### src/hdl/airq_pkg.sv
////////////////////////////////////////////////////////////////////////////////
// shared types and constants of the interrupt enable and routing block
////////////////////////////////////////////////////////////////////////////////
package airq_pkg;

	// one bit per interrupt source, in register bit order (bit 7 first)
	typedef struct packed
	{
		logic sleep_wake;       // auto sleep/wake event, bit 7
		logic fifo;             // fifo event, bit 6
		logic transient;        // transient detection, bit 5
		logic orientation;      // orientation change, bit 4
		logic pulse;            // pulse detection, bit 3
		logic freefall_motion;  // freefall/motion detection, bit 2
		logic unused;           // bit 1, no source behind it
		logic data_ready;       // new sample ready, bit 0
	} airq_sources_t;

	// pin configuration bits, in pin control register order
	typedef struct packed
	{
		logic irq_active_level; // 0: asserted as low, 1: asserted as high
		logic irq_drive_type;   // 0: push-pull, 1: open-drain
	} airq_pin_cfg_t;

	// output and output enable of one interrupt pin
	typedef struct packed
	{
		logic out;              // level driven while oe is high
		logic oe;               // high while the pin is driven
	} airq_pin_drive_t;

	////////////////////////////////////////////////////////////////////////////////
	// register indices; byte address is four times the index
	localparam logic [5:0] PIN_CONTROL_INDEX = 6'h2C;
	localparam logic [5:0] ENABLE_INDEX = 6'h2D;
	localparam logic [5:0] ROUTING_INDEX = 6'h2E;
	localparam logic [5:0] STATUS_INDEX = 6'h3F;

	// reset values
	localparam logic [7:0] PIN_CONTROL_RESET = 8'h00;
	localparam logic [7:0] ENABLE_RESET = 8'h00;
	localparam logic [7:0] ROUTING_RESET = 8'h00;

	// writable source bits; bit 1 has no source and reads as zero
	localparam logic [7:0] SOURCE_MASK = 8'hFD;

	// field positions in the pin control register
	localparam int ACTIVE_LEVEL_BIT = 1;
	localparam int DRIVE_TYPE_BIT = 0;

	// field positions in the status register (bits 7..0 are gated events)
	localparam int STATUS_PRIMARY_BIT = 8;
	localparam int STATUS_SECONDARY_BIT = 9;
	localparam int STATUS_PRIMARY_PIN_BIT = 10;
	localparam int STATUS_SECONDARY_PIN_BIT = 11;

	// pin state during reset: push-pull, active low, deasserted
	localparam airq_pin_drive_t PIN_DRIVE_RESET = '{out: 1'b1, oe: 1'b1};

	// ahb-lite codes
	localparam logic [1:0] HTRANS_NONSEQ = 2'h2;
	localparam logic [1:0] HTRANS_SEQ = 2'h3;
	localparam logic HRESP_OKAY = 1'b0;

endpackage : airq_pkg

### src/hdl/airq_router.sv
`timescale 1ns/1ps
`default_nettype none
////////////////////////////////////////////////////////////////////////////////
// interrupt enable and routing with an ahb-lite register slave
////////////////////////////////////////////////////////////////////////////////
module airq_router
#(
	parameter int ADDR_WIDTH = 8   // byte address width seen by the slave
)
(
	input wire logic i_clock,
	input wire logic i_rstn,
	// ahb-lite slave
	input wire logic i_hsel,
	input wire logic [ADDR_WIDTH-1:0] i_haddr,
	input wire logic [1:0] i_htrans,
	input wire logic i_hwrite,
	input wire logic [2:0] i_hsize,
	input wire logic [31:0] i_hwdata,
	input wire logic i_hready,
	output logic [31:0] o_hrdata,
	output logic o_hreadyout,
	output logic o_hresp,
	// event flags from the source functions, level while active
	input wire airq_pkg::airq_sources_t i_event_flags,
	// primary interrupt pin
	input wire logic i_irq_line_primary_in,
	output logic o_irq_line_primary_out,
	output logic o_irq_line_primary_oe,
	// secondary interrupt pin
	input wire logic i_irq_line_secondary_in,
	output logic o_irq_line_secondary_out,
	output logic o_irq_line_secondary_oe
);

	////////////////////////////////////////////////////////////////////////////////
	// functions

	// word index of a byte address; the low two bits select a byte lane only
	function automatic logic [5:0] word_index(input logic [ADDR_WIDTH-1:0] addr);
		word_index = addr[7:2];
	endfunction : word_index

	// keep only bits that have a source behind them
	function automatic airq_pkg::airq_sources_t source_bits(input logic [7:0] value);
		source_bits = airq_pkg::airq_sources_t'(value & airq_pkg::SOURCE_MASK);
	endfunction : source_bits

	////////////////////////////////////////////////////////////////////////////////
	// register state

	airq_pkg::airq_sources_t interrupt_enable;       // per-source enable
	airq_pkg::airq_sources_t interrupt_routing;      // per-source pin select
	airq_pkg::airq_pin_cfg_t pin_cfg;                // polarity and drive type
	airq_pkg::airq_sources_t next_interrupt_enable;
	airq_pkg::airq_sources_t next_interrupt_routing;
	airq_pkg::airq_pin_cfg_t next_pin_cfg;

	// bus data phase state
	logic write_pending;                             // a write is in its data phase
	logic [5:0] write_index;                         // its register index
	logic next_write_pending;
	logic [5:0] next_write_index;
	logic [31:0] next_hrdata;

	// sampled pin levels, shown in the status register
	logic primary_pin_level;
	logic secondary_pin_level;

	////////////////////////////////////////////////////////////////////////////////
	// event gating and routing

	airq_pkg::airq_sources_t gated_events;           // events whose enable is set
	logic primary_request;                           // some source wants the primary pin
	logic secondary_request;                         // some source wants the secondary pin
	airq_pkg::airq_pin_drive_t primary_drive;
	airq_pkg::airq_pin_drive_t secondary_drive;

	// gate each flag by its own enable, then split by routing bit
	always_comb
	begin
		gated_events = '0;
		gated_events.sleep_wake = i_event_flags.sleep_wake & interrupt_enable.sleep_wake;
		gated_events.fifo = i_event_flags.fifo & interrupt_enable.fifo;
		gated_events.transient = i_event_flags.transient & interrupt_enable.transient;
		gated_events.orientation = i_event_flags.orientation & interrupt_enable.orientation;
		gated_events.pulse = i_event_flags.pulse & interrupt_enable.pulse;
		gated_events.freefall_motion = i_event_flags.freefall_motion & interrupt_enable.freefall_motion;
		gated_events.data_ready = i_event_flags.data_ready & interrupt_enable.data_ready;
		primary_request = |(gated_events & interrupt_routing);
		secondary_request = |(gated_events & ~interrupt_routing);
	end

	// primary pin output stage
	airq_pin_driver primary_driver
	(
		.i_clock(i_clock),
		.i_rstn(i_rstn),
		.i_assert(primary_request),
		.i_cfg(pin_cfg),
		.o_drive(primary_drive)
	);

	// secondary pin output stage
	airq_pin_driver secondary_driver
	(
		.i_clock(i_clock),
		.i_rstn(i_rstn),
		.i_assert(secondary_request),
		.i_cfg(pin_cfg),
		.o_drive(secondary_drive)
	);

	// pin ports come straight from the driver flip-flops
	assign o_irq_line_primary_out = primary_drive.out;
	assign o_irq_line_primary_oe = primary_drive.oe;
	assign o_irq_line_secondary_out = secondary_drive.out;
	assign o_irq_line_secondary_oe = secondary_drive.oe;

	////////////////////////////////////////////////////////////////////////////////
	// ahb-lite slave: address phase capture and register writes

	logic transfer_valid;                            // a real transfer is offered
	logic [5:0] addr_index;                          // index of the offered address

	// next values for the bus state and the writable registers
	always_comb
	begin
		transfer_valid = i_hsel & i_hready & (i_htrans == airq_pkg::HTRANS_NONSEQ || i_htrans == airq_pkg::HTRANS_SEQ);
		addr_index = word_index(i_haddr);
		next_interrupt_enable = interrupt_enable;
		next_interrupt_routing = interrupt_routing;
		next_pin_cfg = pin_cfg;
		// a write lands in its data phase, when hwdata is on the bus
		if (write_pending)
		begin
			case (write_index)
				airq_pkg::PIN_CONTROL_INDEX:
				begin
					next_pin_cfg.irq_active_level = i_hwdata[airq_pkg::ACTIVE_LEVEL_BIT];
					next_pin_cfg.irq_drive_type = i_hwdata[airq_pkg::DRIVE_TYPE_BIT];
				end
				airq_pkg::ENABLE_INDEX:
				begin
					next_interrupt_enable = source_bits(i_hwdata[7:0]);
				end
				airq_pkg::ROUTING_INDEX:
				begin
					next_interrupt_routing = source_bits(i_hwdata[7:0]);
				end
				default:
				begin
					// unmapped or read-only: write is dropped, still OKAY
					next_pin_cfg = pin_cfg;
				end
			endcase
		end
		// only a new address phase starts another data phase
		next_write_pending = transfer_valid & i_hwrite;
		next_write_index = transfer_valid ? addr_index : write_index;
	end

	////////////////////////////////////////////////////////////////////////////////
	// read data: pin control, enable and routing taken from next values so a write just landing is seen

	always_comb
	begin
		next_hrdata = o_hrdata;
		if (transfer_valid && !i_hwrite)
		begin
			next_hrdata = '0;
			case (addr_index)
				airq_pkg::PIN_CONTROL_INDEX:
				begin
					next_hrdata[airq_pkg::ACTIVE_LEVEL_BIT] = next_pin_cfg.irq_active_level;
					next_hrdata[airq_pkg::DRIVE_TYPE_BIT] = next_pin_cfg.irq_drive_type;
				end
				airq_pkg::ENABLE_INDEX:
				begin
					next_hrdata[7:0] = next_interrupt_enable;
				end
				airq_pkg::ROUTING_INDEX:
				begin
					next_hrdata[7:0] = next_interrupt_routing;
				end
				airq_pkg::STATUS_INDEX:
				begin
					// live view only; the latched source status lives elsewhere
					next_hrdata[7:0] = gated_events;
					next_hrdata[airq_pkg::STATUS_PRIMARY_BIT] = primary_request;
					next_hrdata[airq_pkg::STATUS_SECONDARY_BIT] = secondary_request;
					next_hrdata[airq_pkg::STATUS_PRIMARY_PIN_BIT] = primary_pin_level;
					next_hrdata[airq_pkg::STATUS_SECONDARY_PIN_BIT] = secondary_pin_level;
				end
				default:
				begin
					// unmapped reads return zero
					next_hrdata = '0;
				end
			endcase
		end
	end

	////////////////////////////////////////////////////////////////////////////////
	// registers

	// configuration registers
	always_ff @(posedge i_clock or negedge i_rstn)
	begin
		if (!i_rstn)
		begin
			interrupt_enable <= airq_pkg::ENABLE_RESET;
			interrupt_routing <= airq_pkg::ROUTING_RESET;
			pin_cfg <= airq_pkg::airq_pin_cfg_t'(airq_pkg::PIN_CONTROL_RESET[1:0]);
		end
		else
		begin
			interrupt_enable <= next_interrupt_enable;
			interrupt_routing <= next_interrupt_routing;
			pin_cfg <= next_pin_cfg;
		end
	end

	// bus state and answer; zero wait states, so hreadyout stays high
	always_ff @(posedge i_clock or negedge i_rstn)
	begin
		if (!i_rstn)
		begin
			write_pending <= 1'b0;
			write_index <= '0;
			o_hrdata <= '0;
			o_hreadyout <= 1'b1;
			o_hresp <= airq_pkg::HRESP_OKAY;
		end
		else
		begin
			write_pending <= next_write_pending;
			write_index <= next_write_index;
			o_hrdata <= next_hrdata;
			o_hreadyout <= 1'b1;
			o_hresp <= airq_pkg::HRESP_OKAY;
		end
	end

	// pin levels for the status view; inputs are synchronous to the clock
	always_ff @(posedge i_clock or negedge i_rstn)
	begin
		if (!i_rstn)
		begin
			primary_pin_level <= 1'b1;
			secondary_pin_level <= 1'b1;
		end
		else
		begin
			primary_pin_level <= i_irq_line_primary_in;
			secondary_pin_level <= i_irq_line_secondary_in;
		end
	end

	// the size input is accepted but unused: only whole-word transfers occur
	logic unused_size;
	assign unused_size = ^i_hsize;

endmodule : airq_router
`default_nettype wire

### src/hdl/airq_pin_driver.sv
`timescale 1ns/1ps
`default_nettype none
////////////////////////////////////////////////////////////////////////////////
// output stage of one interrupt pin: polarity and drive type, registered
////////////////////////////////////////////////////////////////////////////////
module airq_pin_driver
(
	input wire logic i_clock,
	input wire logic i_rstn,
	input wire logic i_assert,
	input wire airq_pkg::airq_pin_cfg_t i_cfg,
	output airq_pkg::airq_pin_drive_t o_drive
);

	// logical level the pin should show
	logic pin_level;
	// next registered drive
	airq_pkg::airq_pin_drive_t next_drive;

	// polarity and drive type decode
	always_comb
	begin
		pin_level = i_assert ? i_cfg.irq_active_level : ~i_cfg.irq_active_level;
		if (i_cfg.irq_drive_type)
		begin
			// open-drain only pulls low, the line's pull-up gives the high level
			next_drive.out = 1'b0;
			next_drive.oe = ~pin_level;
		end
		else
		begin
			// push-pull drives both levels
			next_drive.out = pin_level;
			next_drive.oe = 1'b1;
		end
	end

	// register the pin so it never glitches on decode hazards
	always_ff @(posedge i_clock or negedge i_rstn)
	begin
		if (!i_rstn)
		begin
			o_drive <= airq_pkg::PIN_DRIVE_RESET;
		end
		else
		begin
			o_drive <= next_drive;
		end
	end

endmodule : airq_pin_driver
`default_nettype wire

### config.mk
export PLATFORM = sky130hd
export DESIGN_NAME = airq_router
export DESIGN_NICKNAME = d
export VERILOG_FILES = /design/src/hdl/airq_pkg.sv /design/src/hdl/airq_router.sv /design/src/hdl/airq_pin_driver.sv
export SDC_FILE = /design/constraint.sdc
export NUM_CORES = 1
export LEC_CHECK = 0
export BUFFER_PORTS_ARGS = -buffer_cell sky130_fd_sc_hd__buf_2
export CORE_ASPECT_RATIO = 2
export CORE_MARGIN = 8
export CORE_UTILIZATION = 35
export CTS_CLUSTER_SIZE = 10
export DETAILED_ROUTE_END_ITERATION = 16
export GPL_TIMING_DRIVEN = 0
export SLEW_MARGIN = 10
export SYNTH_ARGS = -nofsm -noshare
export SYNTH_HDL_FRONTEND = slang
export SYNTH_SLANG_ARGS = --single-unit
### constraint.sdc
create_clock -name i_clock -period 2.1 [get_ports i_clock]
set_input_delay 0.42 -clock i_clock [delete_from_list [all_inputs] [get_ports i_clock]]
set_output_delay 0.42 -clock i_clock [all_outputs]
set_load 0.01 [all_outputs]
# Word level (Yosys, flattened, before mapping)
# Index checks and enable logic that the tools add are counted.
dict set report classes {
  eq_ne 9
  bitwise 16
  muxes 13
  n_reduce_logical 5
}
# op count
set op_table {}
lappend op_table {{6-bit equality test (second input constant)} 7}
lappend op_table {{8-bit two-way mux} 4}
lappend op_table {{6-bit one-hot mux with 3 select lines} 1}
lappend op_table {{8-bit AND} 2}
lappend op_table {{8-bit OR reduction} 2}
lappend op_table {{1-bit AND} 10}
lappend op_table {{2-bit two-way mux} 4}
lappend op_table {{8-bit inverter} 1}
lappend op_table {{2-bit one-hot mux with 4 select lines} 1}
lappend op_table {{2-bit equality test (second input constant)} 2}
lappend op_table {{4-bit two-way mux} 1}
lappend op_table {{1-bit inverter} 3}
lappend op_table {{1-bit two-way mux} 2}
lappend op_table {{1-bit logical AND} 1}
lappend op_table {{1-bit zero test} 1}
lappend op_table {{1-bit logical OR} 1}
dict set report word_totals {
  ff_bits 43
  in_bits 60
  wordCells 70
}

# Depth between registers and ports, before layout
dict set report depth {
  word_depth 6
  depth_mapped 6
  depth_no_buf 5
}

# Hierarchy
# Synthesis repeated with hierarchy kept, for this count alone.
dict set report hier_totals {
  cells_unflattened 181
  hier_area_um2 2105.8
}
# mod seq_area_each_um2 instances cells_per_inst area_each_um2
set modules_own_cells {}
lappend modules_own_cells {airq_router 978.4 1 171 1963.1}
lappend modules_own_cells {airq_pin_driver 52.6 2 5 71.3}

# Worst setup path before layout
# Ideal clock, no wire load.
dict set report synth_timing {
  kind {reg-to-reg}
  start {reg write_index[4]}
  end {reg o_hrdata[0]}
  slack_ns 0.220
  synth_period_minus_slack_ns 1.880
  stages_incl_launch_ff 6
  t_arrival_ns 1.757
  setup_time_ns 0.123
  cell_sequence {dfrtp_1 nand3b_4 or4_4 mux2_4 a32o_1 o221a_1}
}
# element line
set synth_rtl {}
lappend synth_rtl {{start: declaration} airq_router.sv:61} ;# logic [5:0] write_index;
lappend synth_rtl {{start signal: assignment} airq_router.sv:238} ;# write_index <= next_write_index;
lappend synth_rtl {{end signal: assignment} airq_router.sv:239} ;# o_hrdata <= next_hrdata;
lappend synth_rtl {{end: declaration} airq_router.sv:21} ;# output logic [31:0] o_hrdata,

==> impl_metrics.tcl <==
set metrics [dict create \
    rows 40 \
    synth_edf_count 0 \
    worstMarginPinSlew_ns 0.959 \
    period_minus_slack_ns 2.06 \
    finalHoldViolations 0 \
    finalSetupViolCount 0 \
    fin_worst_skew_ns 0.00604 \
    grt_max_degree 44 \
    cap_violations 0 \
    grt_pass1_vias 1911 \
    crit_required_ns 2.27 \
    slowest_stage "nor4_4" \
    antenna_cells 0 \
    postRouteWirelength_mm 5.55 \
    critPathCaptureType "flop" \
    fillers 587 \
    numCtsBuffers 5 \
    synth_top_area_share_pct 42.5 \
    hpwl_mm 4.37 \
    finalMaxSlewViolations 0 \
    wire_per_inst_microns 16.5 \
    insertion_delay_ns 0.28 \
    clk_pin_slew_ns 0.06 \
    synth_top_area_cell "dfrtp_1" \
    final_cell_mix "buf_2, dfrtp_1, buf_4, conb_1, nand2_1" \
    synthArstFlopShare_pct 100 \
    timing.fmax_ghz 0.485 \
    synth.distinct_cells 43 \
    placed_cells 326 \
    core_sq_um 6010 \
    drtAntennaViolNets 0 \
    yosysWarnings 0 \
    final_util_pct 45.9 \
    drive_gt1_share_pct 40.1 \
    critPathTopFamily "simple AND/OR/NAND/NOR gates" \
    final_cell_count_no_fill 337 \
    syn_area_sq_um 2180 \
    ioPinCount 98 \
    die_h_microns 128 \
    areaGrowthSynthToFinish_pct 26.3 \
    viasPerCell 5.13 \
    die_w_microns 71.8 \
    die_area_sq_um 9170 \
    nets 333 \
    drt_iter0_markers 84 \
    cp-start-kind "flop" \
    num_vias 1730 \
    drtPass1Iterations 4 \
    clockRootBuffer "clkbuf_16" \
    initial_core_util_pct 36.3 \
    grt_use_total_pct 12.8 \
    htree_levels 2 \
    vdd.ir_drop.worst_mv 0.396 \
    synth_area_leaders "dfrtp_1, mux2_2, buf_4" \
    synth_cells 201 \
    path_cells "inv_1 > nor4_4 > mux2_2 > a32o_1 > o221a_1" \
    rsz0062_at_grt "yes" \
    syn_area_per_cell_sq_um 10.8 \
    status "finished, final reports clean" \
    slew_headroom_pct 36.1 \
    cp.buffers_inverters 1 \
    cp_max_fo 6 \
    port_buffers 42 \
    p_leak_nw 1.37 \
    cts_tree "built" \
    cts_hold_buffers 0 \
    crit_type "flop to flop" \
    powerDensity_nw_per_um2 755 \
    cp_slowest_stage_delay_ns 0.54 \
    drc_errors 0 \
    clockBufferDepth 2 \
    gp_congestion 0.775 \
    yosysSeqAreaShare_pct 49.7 \
    period_share_pct 98.1 \
    grt.overflow.total 0 \
    worstPathArrival_ns 2.23 \
    grt_pass1_wl_mm 9.31 \
    cts.sinks 43 \
    ys_seq_elements 43 \
    synthFlopType "dfrtp_1" \
    grt_antenna_before_repair 0 \
    final_common_cell "buf_2" \
    min_path_type "primary input to flop" \
]
report_power, final:
group          total [W]  internal [W]  switching [W]
clock network   0.000903      0.000591       0.000312
logic           0.000241      0.000117       0.000124
registers       0.000935      0.000887      0.0000483
cells in the mapped netlist, types with 2 or more instances:
library cell  count
buf_1             2
a21oi_1          15
inv_1             3
dfrtp_1          37
nor2b_1           4
conb_1            2
a22oi_1           4
xor2_1            2
nand2_1          20
o31ai_1           2
and3_1            2
clkbuf_1          2
and4b_1           2
buf_4            22
nand4b_1          2
mux2_2           19
o22ai_1           3
o21ai_0           4
nor2_1           11
a211oi_1          2
dfstp_2           6
nand4_1           2
nand3_1          13
final timing paths:
check | startpoint | to | slack [ns] | depth (start not counted)
worst max-delay path | write_index[0] | o_hrdata[0] | 0.04 | 5
worst min-delay path | i_irq_line_secondary_in | secondary_pin_level | 0.23 | 1
worst max register to register | write_index[0] | o_hrdata[0] | 0.04 | 5
worst min register to register | o_hrdata[10] | o_hrdata[10] | 0.47 | 2
max in group asynchronous | i_rstn | o_hrdata[7] | 1.21 | 1
min in group asynchronous | i_rstn | interrupt_enable[2] | 0.28 | 1
per-stage QoR:
stage / TNS [ns] / total power (W) / setup slack, ns / hold slack, ns / area, sq um
floorplan: 0 / 0.00110 / 0.220 / 0.124 / 2260
global placement: -1.89 / 0.00118 / -0.300 / 0.451 / 2540
detailed placement: -1.95 / 0.00119 / -0.326 / 0.461 / 2540
CTS: 0 / 0.00210 / 0.00940 / 0.230 / 2720
global route: -0.0539 / 0.00216 / -0.0539 / 0.225 / 2750
finish: 0 / 0.00208 / 0.0399 / 0.234 / 2750
layout make-up:
class | instances | area, sq um | area share (%)
inverter | 3 | 11.3 | 0.409
tap | 63 | 78.8 | 2.86
timing repair buffer | 45 | 233 | 8.45
sequential | 43 | 1080 | 39.3
clock inverter | 2 | 35.0 | 1.27
clock buffer | 6 | 139 | 5.04
buffer | 26 | 181 | 6.59
multi-input combinational | 149 | 992 | 36.0
worst register-to-register path, cell delays in order (launching register included):
cell and delay [ns]:
dfrtp_1 0.46, inv_1 0.11, nor4_4 0.54, mux2_2 0.41, a32o_1 0.22, o221a_1 0.20
what timing repair did:
action / 4_1_cts / 5_1_grt
buffers inserted: 0 / 3
resized for setup: 1 / 3
hold endpoints to repair: 0 / 0
endpoints found under the setup margin: 3 / 6
pin swaps: 1 / 1
state kept, by name, summed over array words and instances, names as in the netlist, 2 cells and up:
signal and count:
interrupt_enable 8, pin_cfg 2, interrupt_routing 8, o_hrdata 12, secondary_driver.o_drive 2, write_index 6
primary_driver.o_drive 2
logic make-up after synthesis:
kind of cell	after synthesis	synth area share, %
other	2	0.344
AOI/OAI and AO/OA	37	11.1
DFF	43	49.7
buffers and inverters	29	8.78
and+or+nand+nor	68	18.8
muxes	20	10.5
xor gates and xnor gates	2	0.803
metal layers:
layer	global-route usage (%)	up-vias	share of wire (%)
met4	4.73	0	1.4
met3	4.23	5	6.9
li1	-	826	-
met5	0	-	0
met1	12.5	838	37
met2	23.9	61	55
Power figures use the tool's default switching activity.
